### src/bridge_cfg_defines.svh
// offsets, field positions, reset values and timing counts of the bridge config window
`ifndef BRIDGE_CFG_DEFINES_SVH
`define BRIDGE_CFG_DEFINES_SVH
`define OFS_IO_FLOOR_HI 8'h30
`define OFS_IO_CEIL_HI 8'h32
`define OFS_CAP_PTR 8'h34
`define OFS_IRQ_LINE 8'h3C
`define OFS_IRQ_PIN 8'h3D
`define OFS_BRIDGE_CTL 8'h3E
`define RST_IO_FLOOR_HI 16'h0000
`define RST_IO_CEIL_HI 16'h0000
`define VAL_CAP_PTR 8'h50
`define RST_IRQ_LINE 8'hFF
`define VAL_IRQ_PIN 8'h00
`define BIT_MSG_ENABLE 11
`define BIT_DISCARD_FLAG 10
`define BIT_INTERVAL_SEL 9
`define LOW_FLOOR_FILL 20'h00000
`define LOW_CEIL_FILL 20'hFFFFF
`define DISCARD_LONG_CYCLES 16'h8000
`define DISCARD_SHORT_CYCLES 16'h0400
`endif

### src/bridge_cfg_pkg.sv
// types shared by the bridge config window
package bridge_cfg_pkg;
   typedef enum logic [2:0] {
      DT_IDLE = 3'b001,
      DT_COUNT = 3'b010,
      DT_EXPIRE = 3'b100
   } discard_state_t;
endpackage

### src/bridge_io_window_and_control_cfg.sv
// config registers for the bridge i/o window, irq bytes and discard-timer control
// What this block does
// - writable i/o window floor upper, resets zero
// - writable i/o window ceiling upper, resets zero
// - capabilities pointer reads fixed 50h
// - interrupt line scratchpad, resets FFh
// - interrupt pin reads zero, ignores writes
// - secondary interrupts pass through to primary
// - control bits 15:12 read zero
// - message enable sends error on discard expiry in conventional pci mode
// - fatal severity only with error reporting
// - unmasked error reporting also sends message
// - read-to-clear flag set on discard expiry
// - discard timer counts 2^15 or 2^10 cycles
`timescale 1ns/1ns
`include "bridge_cfg_defines.svh"

module bridge_io_window_and_control_cfg
   import bridge_cfg_pkg::*;
   #(
   parameter bit AER_PRESENT = 1'b1 // error reporting capability built in
   ) (
   input wire logic clk,
   input wire logic nrst,
   input wire logic cfg_wr, // config write strobe, one cycle
   input wire logic cfg_rd, // config read strobe, one cycle
   input wire logic [7:0] cfg_addr, // dword-aligned config offset
   input wire logic [3:0] cfg_be, // byte enables of the dword
   input wire logic [31:0] cfg_wdata,
   output logic [31:0] cfg_rdata, // registered read data
   input wire logic conventional_pci_mode, // conventional pci mode active
   input wire logic aer_fatal_select, // severity from error reporting block
   input wire logic aer_discard_mask, // discard mask in uncorrectable mask
   input wire logic completion_at_head, // pulse: delayed completion at head
   input wire logic master_repeated, // pulse: secondary master repeated request
   output logic discard_drop, // pulse: delayed transaction dropped
   output logic err_nonfatal_msg, // pulse: nonfatal message request
   output logic err_fatal_msg, // pulse: fatal message request
   input wire logic io_req_valid, // i/o request from primary side
   input wire logic [31:0] io_req_addr,
   output logic io_forward, // request falls inside the window
   input wire logic [3:0] sec_irq, // secondary interrupt levels
   output logic [3:0] pri_irq, // forwarded interrupt levels
   output logic prst_req, // secondary bus reset bit
   output logic fbb_enable // fast back-to-back enable bit
);

   logic [15:0] floor_hi_q, floor_hi_d; // window floor upper
   logic [15:0] ceil_hi_q, ceil_hi_d; // window ceiling upper
   logic [7:0] irq_line_q, irq_line_d; // scratchpad only
   logic msg_en_q, msg_en_d; // discard expiry message enable
   logic flag_q, flag_d; // discard expiry flag
   logic sel_q, sel_d; // discard interval select
   logic fbb_q, fbb_d;
   logic srst_q, srst_d;
   logic [31:0] rdata_q, rdata_d;
   logic [3:0] irq_s1_q, irq_s2_q; // two-stage sync of the async irq levels
   discard_state_t st_q, st_d;
   logic [15:0] cnt_q, cnt_d; // discard timer
   logic drop_q, drop_d, nf_q, nf_d, fa_q, fa_d;
   logic [15:0] bctl; // assembled control word

   // true when the strobe addresses the given dword
   function automatic logic hit(input logic [7:0] a, input logic [7:0] ofs);
      hit = (a[7:2] == ofs[7:2]);
   endfunction

   // merge one byte lane when its enable is set
   function automatic logic [7:0] lane(input logic [7:0] old, input logic [7:0] nw,
                                       input logic en);
      lane = en ? nw : old;
   endfunction

   always_comb begin
      bctl = 16'h0000; // 15:12 and unheld bits read zero
      bctl[`BIT_MSG_ENABLE] = msg_en_q;
      bctl[`BIT_DISCARD_FLAG] = flag_q;
      bctl[`BIT_INTERVAL_SEL] = sel_q;
      bctl[7] = fbb_q;
      bctl[6] = srst_q;
   end

   // register writes and reads
   always_comb begin
      floor_hi_d = floor_hi_q;
      ceil_hi_d = ceil_hi_q;
      irq_line_d = irq_line_q;
      msg_en_d = msg_en_q;
      sel_d = sel_q;
      fbb_d = fbb_q;
      srst_d = srst_q;
      flag_d = flag_q;
      rdata_d = rdata_q;
      if (cfg_wr) begin
         if (hit(cfg_addr, `OFS_IO_FLOOR_HI)) begin
            floor_hi_d[7:0] = lane(floor_hi_q[7:0], cfg_wdata[7:0], cfg_be[0]);
            floor_hi_d[15:8] = lane(floor_hi_q[15:8], cfg_wdata[15:8], cfg_be[1]);
            ceil_hi_d[7:0] = lane(ceil_hi_q[7:0], cfg_wdata[23:16], cfg_be[2]);
            ceil_hi_d[15:8] = lane(ceil_hi_q[15:8], cfg_wdata[31:24], cfg_be[3]);
         end else if (hit(cfg_addr, `OFS_IRQ_LINE)) begin
            // pin byte and top nibble have no storage, writes vanish
            irq_line_d = lane(irq_line_q, cfg_wdata[7:0], cfg_be[0]);
            if (cfg_be[2]) begin
               fbb_d = cfg_wdata[23];
               srst_d = cfg_wdata[22];
            end
            if (cfg_be[3]) begin
               msg_en_d = cfg_wdata[27];
               sel_d = cfg_wdata[25];
            end
         end
      end
      if (cfg_rd) begin
         if (hit(cfg_addr, `OFS_IO_FLOOR_HI)) begin
            rdata_d = {ceil_hi_q, floor_hi_q};
         end else if (hit(cfg_addr, `OFS_CAP_PTR)) begin
            rdata_d = {24'h000000, `VAL_CAP_PTR};
         end else if (hit(cfg_addr, `OFS_IRQ_LINE)) begin
            rdata_d = {bctl, `VAL_IRQ_PIN, irq_line_q};
            if (cfg_be[3]) begin
               flag_d = 1'b0; // read clears flag
            end
         end else begin
            rdata_d = 32'h00000000; // outside this window
         end
      end
      if (drop_d) begin
         flag_d = 1'b1; // set beats the read clear
      end
   end

   // discard timer: idle, counting after completion reaches head, expiry
   always_comb begin
      st_d = st_q;
      cnt_d = cnt_q;
      drop_d = 1'b0;
      case (st_q)
         DT_IDLE: begin
            if (completion_at_head) begin
               st_d = DT_COUNT;
               cnt_d = sel_q ? `DISCARD_SHORT_CYCLES - 16'h0001
                             : `DISCARD_LONG_CYCLES - 16'h0001;
            end
         end
         DT_COUNT: begin
            if (master_repeated) begin
               st_d = DT_IDLE; // served in time
            end else if (cnt_q == 16'h0000) begin
               st_d = DT_EXPIRE;
            end else begin
               cnt_d = cnt_q - 16'h0001;
            end
         end
         DT_EXPIRE: begin
            drop_d = 1'b1;
            st_d = DT_IDLE;
         end
         default: begin
            st_d = DT_IDLE;
         end
      endcase
   end

   // error message choice on a drop
   always_comb begin
      logic send;
      logic fatal;
      send = 1'b0;
      fatal = 1'b0;
      if (drop_d) begin
         send = (msg_en_q && conventional_pci_mode)
              || (AER_PRESENT && !aer_discard_mask);
         fatal = AER_PRESENT && aer_fatal_select;
      end
      nf_d = send && !fatal;
      fa_d = send && fatal;
   end

   // state registers; the first sync stage feeds only the second, which drives pri_irq
   always_ff @(posedge clk or negedge nrst) begin
      if (!nrst) begin
         floor_hi_q <= `RST_IO_FLOOR_HI;
         ceil_hi_q <= `RST_IO_CEIL_HI;
         irq_line_q <= `RST_IRQ_LINE;
         msg_en_q <= 1'b0;
         flag_q <= 1'b0;
         sel_q <= 1'b0;
         fbb_q <= 1'b0;
         srst_q <= 1'b0;
         rdata_q <= 32'h00000000;
         st_q <= DT_IDLE;
         cnt_q <= 16'h0000;
         drop_q <= 1'b0;
         nf_q <= 1'b0;
         fa_q <= 1'b0;
         irq_s1_q <= 4'h0;
         irq_s2_q <= 4'h0;
      end else begin
         floor_hi_q <= floor_hi_d;
         ceil_hi_q <= ceil_hi_d;
         irq_line_q <= irq_line_d;
         msg_en_q <= msg_en_d;
         flag_q <= flag_d;
         sel_q <= sel_d;
         fbb_q <= fbb_d;
         srst_q <= srst_d;
         rdata_q <= rdata_d;
         st_q <= st_d;
         cnt_q <= cnt_d;
         drop_q <= drop_d;
         nf_q <= nf_d;
         fa_q <= fa_d;
         irq_s1_q <= sec_irq;
         irq_s2_q <= irq_s1_q;
      end
   end

   // window compare is combinational so forwarding adds no latency
   assign io_forward = io_req_valid
      && (io_req_addr >= {floor_hi_q[11:0], `LOW_FLOOR_FILL})
      && (io_req_addr <= {ceil_hi_q[11:0], `LOW_CEIL_FILL});
   assign cfg_rdata = rdata_q;
   assign discard_drop = drop_q;
   assign err_nonfatal_msg = nf_q;
   assign err_fatal_msg = fa_q;
   assign pri_irq = irq_s2_q;
   assign prst_req = srst_q;
   assign fbb_enable = fbb_q;

endmodule // bridge_io_window_and_control_cfg

### config.mk
export PLATFORM = sky130hd
export DESIGN_NAME = bridge_io_window_and_control_cfg
export DESIGN_NICKNAME = d
export VERILOG_FILES = /design/src/bridge_cfg_pkg.sv /design/src/bridge_io_window_and_control_cfg.sv
export VERILOG_INCLUDE_DIRS = /design/src
export SDC_FILE = /design/constraint.sdc
export NUM_CORES = 1
export LEC_CHECK = 0
export ABC_AREA = 1
export BUFFER_PORTS_ARGS = -buffer_cell sky130_fd_sc_hd__buf_2
export CAP_MARGIN = 20
export CORE_MARGIN = 5
export CORE_UTILIZATION = 58
export CTS_BUF_LIST = sky130_fd_sc_hd__clkbuf_16
export CTS_CLUSTER_DIAMETER = 80
export DETAILED_ROUTE_END_ITERATION = 16
export GPL_ROUTABILITY_DRIVEN = 0
export PLACE_DENSITY = 0.95
export SLEW_MARGIN = 15
export SYNTH_ARGS = -nofsm -noshare
export SYNTH_HDL_FRONTEND = slang
export SYNTH_SLANG_ARGS = --single-unit
### constraint.sdc
create_clock -name clk -period 2.8 [get_ports clk]
set_input_delay 0 -clock clk [delete_from_list [all_inputs] [get_ports clk]]
set_output_delay 0 -clock clk [all_outputs]
set_load 0.03 [all_outputs]
==> results of run 1 <==
[routing by layer]
metal,vias to the layer above,GRT usage (%)
li1,2453,-
met4,0,10.36
met5,-,0
met2,202,47.86
met3,45,4.189
met1,2359,29.71
[worst min path at each step]
stage	slack [ps]	end	depth (start not counted)
after floorplan	-300	ceil_hi_q[0]	0
after global placement	60	cnt_q[12]	1
after detailed placement	70	cnt_q[15]	1
after CTS	0.8	cfg_rdata[6]	4
after global routing	30	cfg_rdata[6]	4
final	8	cfg_rdata[6]	4
[power breakdown]
group | switching (mW) | internal, mW | total, mW
Clock | 0.582 | 0.612 | 1.19
Sequential | 0.168 | 1.75 | 1.92
Combinational | 0.728 | 0.414 | 1.14
Total | 1.48 | 2.78 | 4.26
[cell type report]
| type | instances | area (um2) |
|---|---|---|
| Clock buffer | 9 | 225.2 |
| Fill cell | 629 | 2295 |
| Inverter | 89 | 336.6 |
| Clock inverter | 7 | 51.30 |
| Tap cell | 111 | 138.9 |
| Sequential cell | 107 | 2689 |
| Timing Repair Buffer | 178 | 1131 |
| Multi-Input combinational cell | 455 | 2242 |
[registers in the layout, summed over array words and instances (netlist names), 3 cells and up]
name	count
ceil_hi_q	16
cfg_rdata	32
cnt_q	16
floor_hi_q	16
irq_line_q	8
irq_s1_q	4
pri_irq	4
st_q	3
[through the flow]
step / instances / util, %
after floorplan: 666 / -
after global placement: 894 / 66.72
after detailed placement: 894 / 66.72
after CTS: 956 / 74.81
after global routing: 956 / 74.81
final: 956 / 74.81
[cell families (layout without fill, tap and decap cells)]
group	Yosys count	in the layout
and+or+nand+nor	324	324
DFF	107	107
buffers and inverters	104	283
AOI/OAI and AO/OA	100	100
adders and majority gates	26	26
xor gates and xnor gates	5	5
[cell usage in the layout, fill, tap and decap left out, drive strengths merged, types with 26 or more instances in the layout]
cell type	count
nand2	195
buf	132
dfrtp	98
nor2	93
inv	92
o21ai	50
dlygate4sd3	46
a21oi	31
nand3	29
ha	26
[synthesized netlist by cell type (6+ instances only)]
cell | n | area share, %
nand2_1 | 191 | 13
dfrtp_1 | 98 | 46
nor2_1 | 90 | 6.3
inv_1 | 87 | 6.1
o21ai_0 | 46 | 4.3
a21oi_1 | 31 | 2.9
ha_1 | 26 | 6.1
nand3_1 | 26 | 2.4
o211ai_1 | 12 | 1.7
dfstp_2 | 9 | 4.4
buf_2 | 7 | 0.66
clkbuf_1 | 6 | 0.42
[critical path: cells and delay by family, from the launching register on]
| kind | cells | cell delay, ps |
|---|---|---|
| flip-flops | 1 | 330 |
| adder cells (fa/ha/maj) | 1 | 320 |
| AND/OR/NAND/NOR | 8 | 780 |
| buffers and inverters | 2 | 280 |
==> reports/metrics.cfg, run 1 <==
[critical_path]
critPathMaxFanout=3
path_cells=inv_1, ha_1, nand2_1, nor2_1, nand2_1, nor2_1, nand2_1, nand2_1, nand2_1, nor2_1, buf_2
worstSetupStartpoint=ceil_hi_q[11]
crit_slowest_cell=dfrtp_1
cp-endpoint=io_forward
required_ps=2800
reg2reg_from=cnt_q[0]
endpoint_kind=primary output
rrSetupSlack_ps=990
slowest_delay_ps=330
reg2reg_depth=9
startpoint_type=flip-flop
reg2reg_to=st_q[2]
critPathArrivalTime_ps=2060
crit_top_cell=nand2_1
path_class=reg -> out

[clock_network]
cts_sinks=107
ctsHoldBuffers=46
path_clk_slew_ps=70
clockBufferDepth=2
htree_levels=3
clkLatencyLatePin_ps=340
cts_made_buffers=9
cts_root_buf=clkbuf_16
cts_resized=0
cts_setup_buffers=0
cts_tree=yes

[synthesis]
synth_compound_area_share_pct=10.37
synth_seq_cells=107
synth-edff-count=0
synth_seq_area_share_pct=50.32
synth_fa_ha_area_share_pct=6.088
syn_nets=782
syn_area_um2=5344
avgSynthCellArea_um2=8.024
synth_xor_area_share_pct=0.8195
yosys.area_share.simple_pct=24.68
yosysWarnings=0
synthCells=666
synth_cell_type_count=34
synth_ff_type=dfrtp_1
synth-async-reset-ratio_pct=100.0
synth_top_family_by_area=simple AND/OR/NAND/NOR gates
synth_mux_area_share_pct=0

[placed_design]
dpl_worst_slack_ps=1038
post_dp_cell_area_um2=6077
hpwl_um=9632
io_buffers=129

[route]
drt-vias-per-instance=5.292
final_antenna_net_count=0
wl_per_cell_um=14.77
wl_met3_um=785
drc=0
firstDrtPassIters=5
dr.max_layer_used=met4
wl_met1_um=5307
finalWirelength_um=14120
drtIter0Drc=219
wl_met2_um=7581
vias=5059

[pwr]
p_leak_nw=3.679
power-per-cell-area_nw_per_um2=624.5
power.total_mw=4.255
vdd_drop_max_uv=367.6

[sta]
hold_ws_ps=8.219
final_max_slew_viol_count=0
max_freq_ghz=0.4858
layout_setup_ws_ps=741.4
tns_ps=0
clock_skew_ps=5.517
relSlewSlack_pct=45.12
period_share_pct=73.52
setup_viol=0
hold_violations=0
grt_setup_unrepaired=false
tightest_slew_ps=820.2
final.min_clock_period_ps=2059

[floorplan]
boundaryPins=132
start_util_pct=58.67
fp.dieW_um=106.0
core_um2=9109
dieArea_um2=11230
rows=35
die_h_um=106.0

[global_routing]
antenna_found_initial=0
grt_max_degree=54
grt_pass1_wl_um=23380
grt_overflow=0
grt_pass1_vias=5172
grtUsageTotal_pct=25.87

[status]
status=completed

[cells_and_area]
fin_nets=956
diodes=0
drive_gt1_share_pct=20.12
area_growth_pct=27.51
fin_area_um2=6814

[hold_path]
hold_path_class=in -> reg
min_from=cfg_addr[7]

[job]
cap_violations=0

No activity file was read; power rests on OpenSTA's default activity.
==> run 2: changes to the inputs <==
--- a/config.mk
+++ b/config.mk
@@ -6,16 +6,16 @@
 export SDC_FILE = /design/constraint.sdc
 export NUM_CORES = 1
 export LEC_CHECK = 0
-export ABC_AREA = 1
+export ABC_AREA = 0
 export BUFFER_PORTS_ARGS = -buffer_cell sky130_fd_sc_hd__buf_2
 export CAP_MARGIN = 20
 export CORE_MARGIN = 5
-export CORE_UTILIZATION = 58
+export CORE_UTILIZATION = 53
 export CTS_BUF_LIST = sky130_fd_sc_hd__clkbuf_16
 export CTS_CLUSTER_DIAMETER = 80
 export DETAILED_ROUTE_END_ITERATION = 16
 export GPL_ROUTABILITY_DRIVEN = 0
-export PLACE_DENSITY = 0.95
+export PLACE_DENSITY = 0.91
 export SLEW_MARGIN = 15
 export SYNTH_ARGS = -nofsm -noshare
 export SYNTH_HDL_FRONTEND = slang
==> constraint.sdc (replaced) <==
create_clock -name clk -period 2.1 [get_ports clk]
set_input_delay 0 -clock clk [delete_from_list [all_inputs] [get_ports clk]]
set_output_delay 0 -clock clk [all_outputs]
set_load 0.03 [all_outputs]
==> run 2 against run 1 <==
  * Sequential share of layout area down 0.86 points
  * Synthesized cell count down 29%
  * Sequential power up 25%
  * Setup slack worse by 840 ps
  * First-iteration DRC count up 77%
  * Final area up 2.2%
  * The flow now finishes with violations (design-rule violations, negative setup slack)
  * Routed wire length up 16%
  * Largest cell class unchanged
  * Largest power group unchanged
  * Via count down 5.9%
  * Core utilization down 2.2 points
  * Cell count down 16%
  * Non-clock buffer count up 15
==> reports/metrics.cfg, run 2 <==
[global_routing]
grt_max_degree=48
grt_pass1_wl_um=23410
antenna_found_initial=2
grt_pass1_vias=4834
grt_overflow=0
grtUsageTotal_pct=25.80

[sta]
max_freq_ghz=0.4549
grt_setup_unrepaired=true
period_share_pct=104.7
setup_viol=1
relSlewSlack_pct=64.76
final.min_clock_period_ps=2198
hold_ws_ps=59.58
layout_setup_ws_ps=-98.42
tightest_slew_ps=528.6
final_max_slew_viol_count=0
hold_violations=0
clock_skew_ps=7.562

[pwr]
swShare_pct=28.39
p_leak_nw=3.233
p_int_mw=3.585
vdd_drop_max_uv=429.1
p_sw_mw=1.422
power_frac_comb_pct=18.8
power_frac_seq_pct=47.9
p_clk_share_pct=33.4
power-per-cell-area_nw_per_um2=718.8

[cells_and_area]
drive_gt1_share_pct=37.54
area_growth_pct=35.62
multi_input_area_um2=2350
seqCellArea_um2=2689
fin_nets=778
final_common_cell=buf_2
fin_util_pct=72.60
final_cell_mix=buf_2 (127), dfrtp_1 (98), inv_1 (46), dlygate4sd3_1 (46), mux2_2 (44)
largest_reg_flops=32
fillers=604

[floorplan]
start_util_pct=53.53
die_h_um=108.4
rows=36
core_um2=9594
boundaryPins=132
fp.dieW_um=108.4
dieArea_um2=11760

[clock_network]
cts_root_buf=clkbuf_16
clkLatencyLatePin_ps=350
cts_made_buffers=9
htree_levels=3
path_clk_slew_ps=70
clockBufferDepth=2
cts_sinks=107
cts_tree=yes

[synthesis]
synth_xor_area_share_pct=0.3410
synth_fa_ha_area_share_pct=6.334
synthCells=476
avgSynthCellArea_um2=10.79
synth_ff_type=dfrtp_1
synth_top_family_by_area=simple AND/OR/NAND/NOR gates
yosysWarnings=0
yosys.area_share.simple_pct=13.45
synth_seq_cells=107
syn_area_um2=5136
synth_mux_area_share_pct=9.647
synth_seq_area_share_pct=52.35
synth_largest_area_cell=dfrtp_1
yosys-top-cells-count=dfrtp_1 (98), inv_1 (50), mux2_2 (44)
synth-async-reset-ratio_pct=100.0
yosysMostFrequentCell=dfrtp_1
synth-edff-count=0
synth.area.top_cells=dfrtp_1 (48%), mux2_2 (9.6%), ha_1 (6.3%)
synth_cell_type_count=52
synth_compound_area_share_pct=12.64
synth_top_area_share_pct=47.75
syn_nets=592

[critical_path]
critPathMaxFanout=3
startpoint_type=flip-flop
path_class=reg -> out
endpoint_kind=primary output
critPathArrivalTime_ps=2200
required_ps=2100

[route]
finalWirelength_um=16390
final_antenna_net_count=0
vias=4759
firstDrtPassIters=11
drtIter0Drc=388
drt-vias-per-instance=5.941
wl_per_cell_um=20.47
drc=1

[status]
status=finished, violations left
violations=design-rule violations, negative setup slack

[placed_design]
io_buffers=129
hpwl_um=10030

[hold_path]
hold_path_class=in -> reg

[job]
cap_violations=0

[run 2: repair_timing]
| action | in CTS | in global routing |
|---|---|---|
| endpoints found under the setup margin | 1 | 40 |
| pin swaps | 3 | 3 |
| hold buffers | 46 | 0 |
| gates resized for setup | 9 | 22 |
| setup buffers | 3 | 6 |
| hold endpoints to repair | 88 | 0 |
[run 2: power groups by stage]
| stage | Clock [mW] | Combinational (mW) | Sequential (mW) |
|---|---|---|---|
| 2_1_floorplan | 0 | 0.415 | 2.42 |
| 3_3_place_gp | 0 | 0.697 | 2.40 |
| 3_5_place_dp | 0 | 0.743 | 2.42 |
| 4_1_cts | 1.70 | 0.837 | 2.38 |
| 5_1_grt | 1.79 | 1.02 | 2.41 |
| 6_report | 1.67 | 0.940 | 2.40 |
[run 2: layout make-up]
cell class	instances	share of cell area [%]
Multi-Input combinational cell	300	33.73
Clock inverter	6	0.9161
Timing Repair Buffer	193	18.30
Sequential cell	107	38.60
Antenna cell	2	0.07185
Clock buffer	9	3.233
Tap cell	133	2.389
Inverter	51	2.748
[run 2: worst paths after layout]
check	startpoint	to	slack, ps	cells past startpoint
setup reg to reg	cnt_q[4]	cnt_q[7]	210	5
min in group asynchronous	nrst	floor_hi_q[13]	140	2
max in group asynchronous	nrst	st_q[0]	1220	3
hold reg to reg	irq_s1_q[3]	pri_irq[3]	350	0
setup / recovery	ceil_hi_q[7]	io_forward	-100	8
hold / removal	conventional_pci_mode	err_fatal_msg	60	4
[run 2: per-stage QoR]
stage | total power, mW | std cells | setup TNS, ps | worst slack, ps | area (um2)
floorplan | 2.840 | 476 | 0 | 327.4 | 5136
global placement | 3.100 | 729 | 0 | 255.4 | 5971
detailed placement | 3.163 | 729 | 0 | 183.5 | 5971
CTS | 4.918 | 793 | 0 | 3.645 | 6789
global route | 5.216 | 801 | -149.4 | -149.4 | 6965
finish | 5.007 | 801 | -98.42 | -98.42 | 6965
[run 2: cell families (layout without fill, tap and decap cells)]
family,Yosys count,count (layout)
AO/OA/AOI/OAI,104,104
XOR/XNOR,2,2
adder cells (fa/ha/maj),26,26
buffers and inverters,69,259
flip-flops,107,107
multiplexers,44,44
other,0,2
AND/OR/NAND/NOR,124,124
[run 2: layer usage]
| layer | vias to the layer above | part of all wire (%) | GRT usage (%) |
|---|---|---|---|
| li1 | 2096 | - | - |
| met1 | 2290 | 35 | 29.66 |
| met2 | 291 | 50 | 44.70 |
| met3 | 82 | 9.1 | 6.507 |
| met4 | 0 | 5.1 | 12.62 |
| met5 | - | 0 | 0 |
[run 2: critical path, cell delays in order, from the launching register on]
cell,delay (ps)
dfrtp_1,380
inv_1,90
ha_1,350
nand4_1,130
nor2_1,80
a221o_1,340
o21ai_1,140
o311a_1,210
buf_6,140
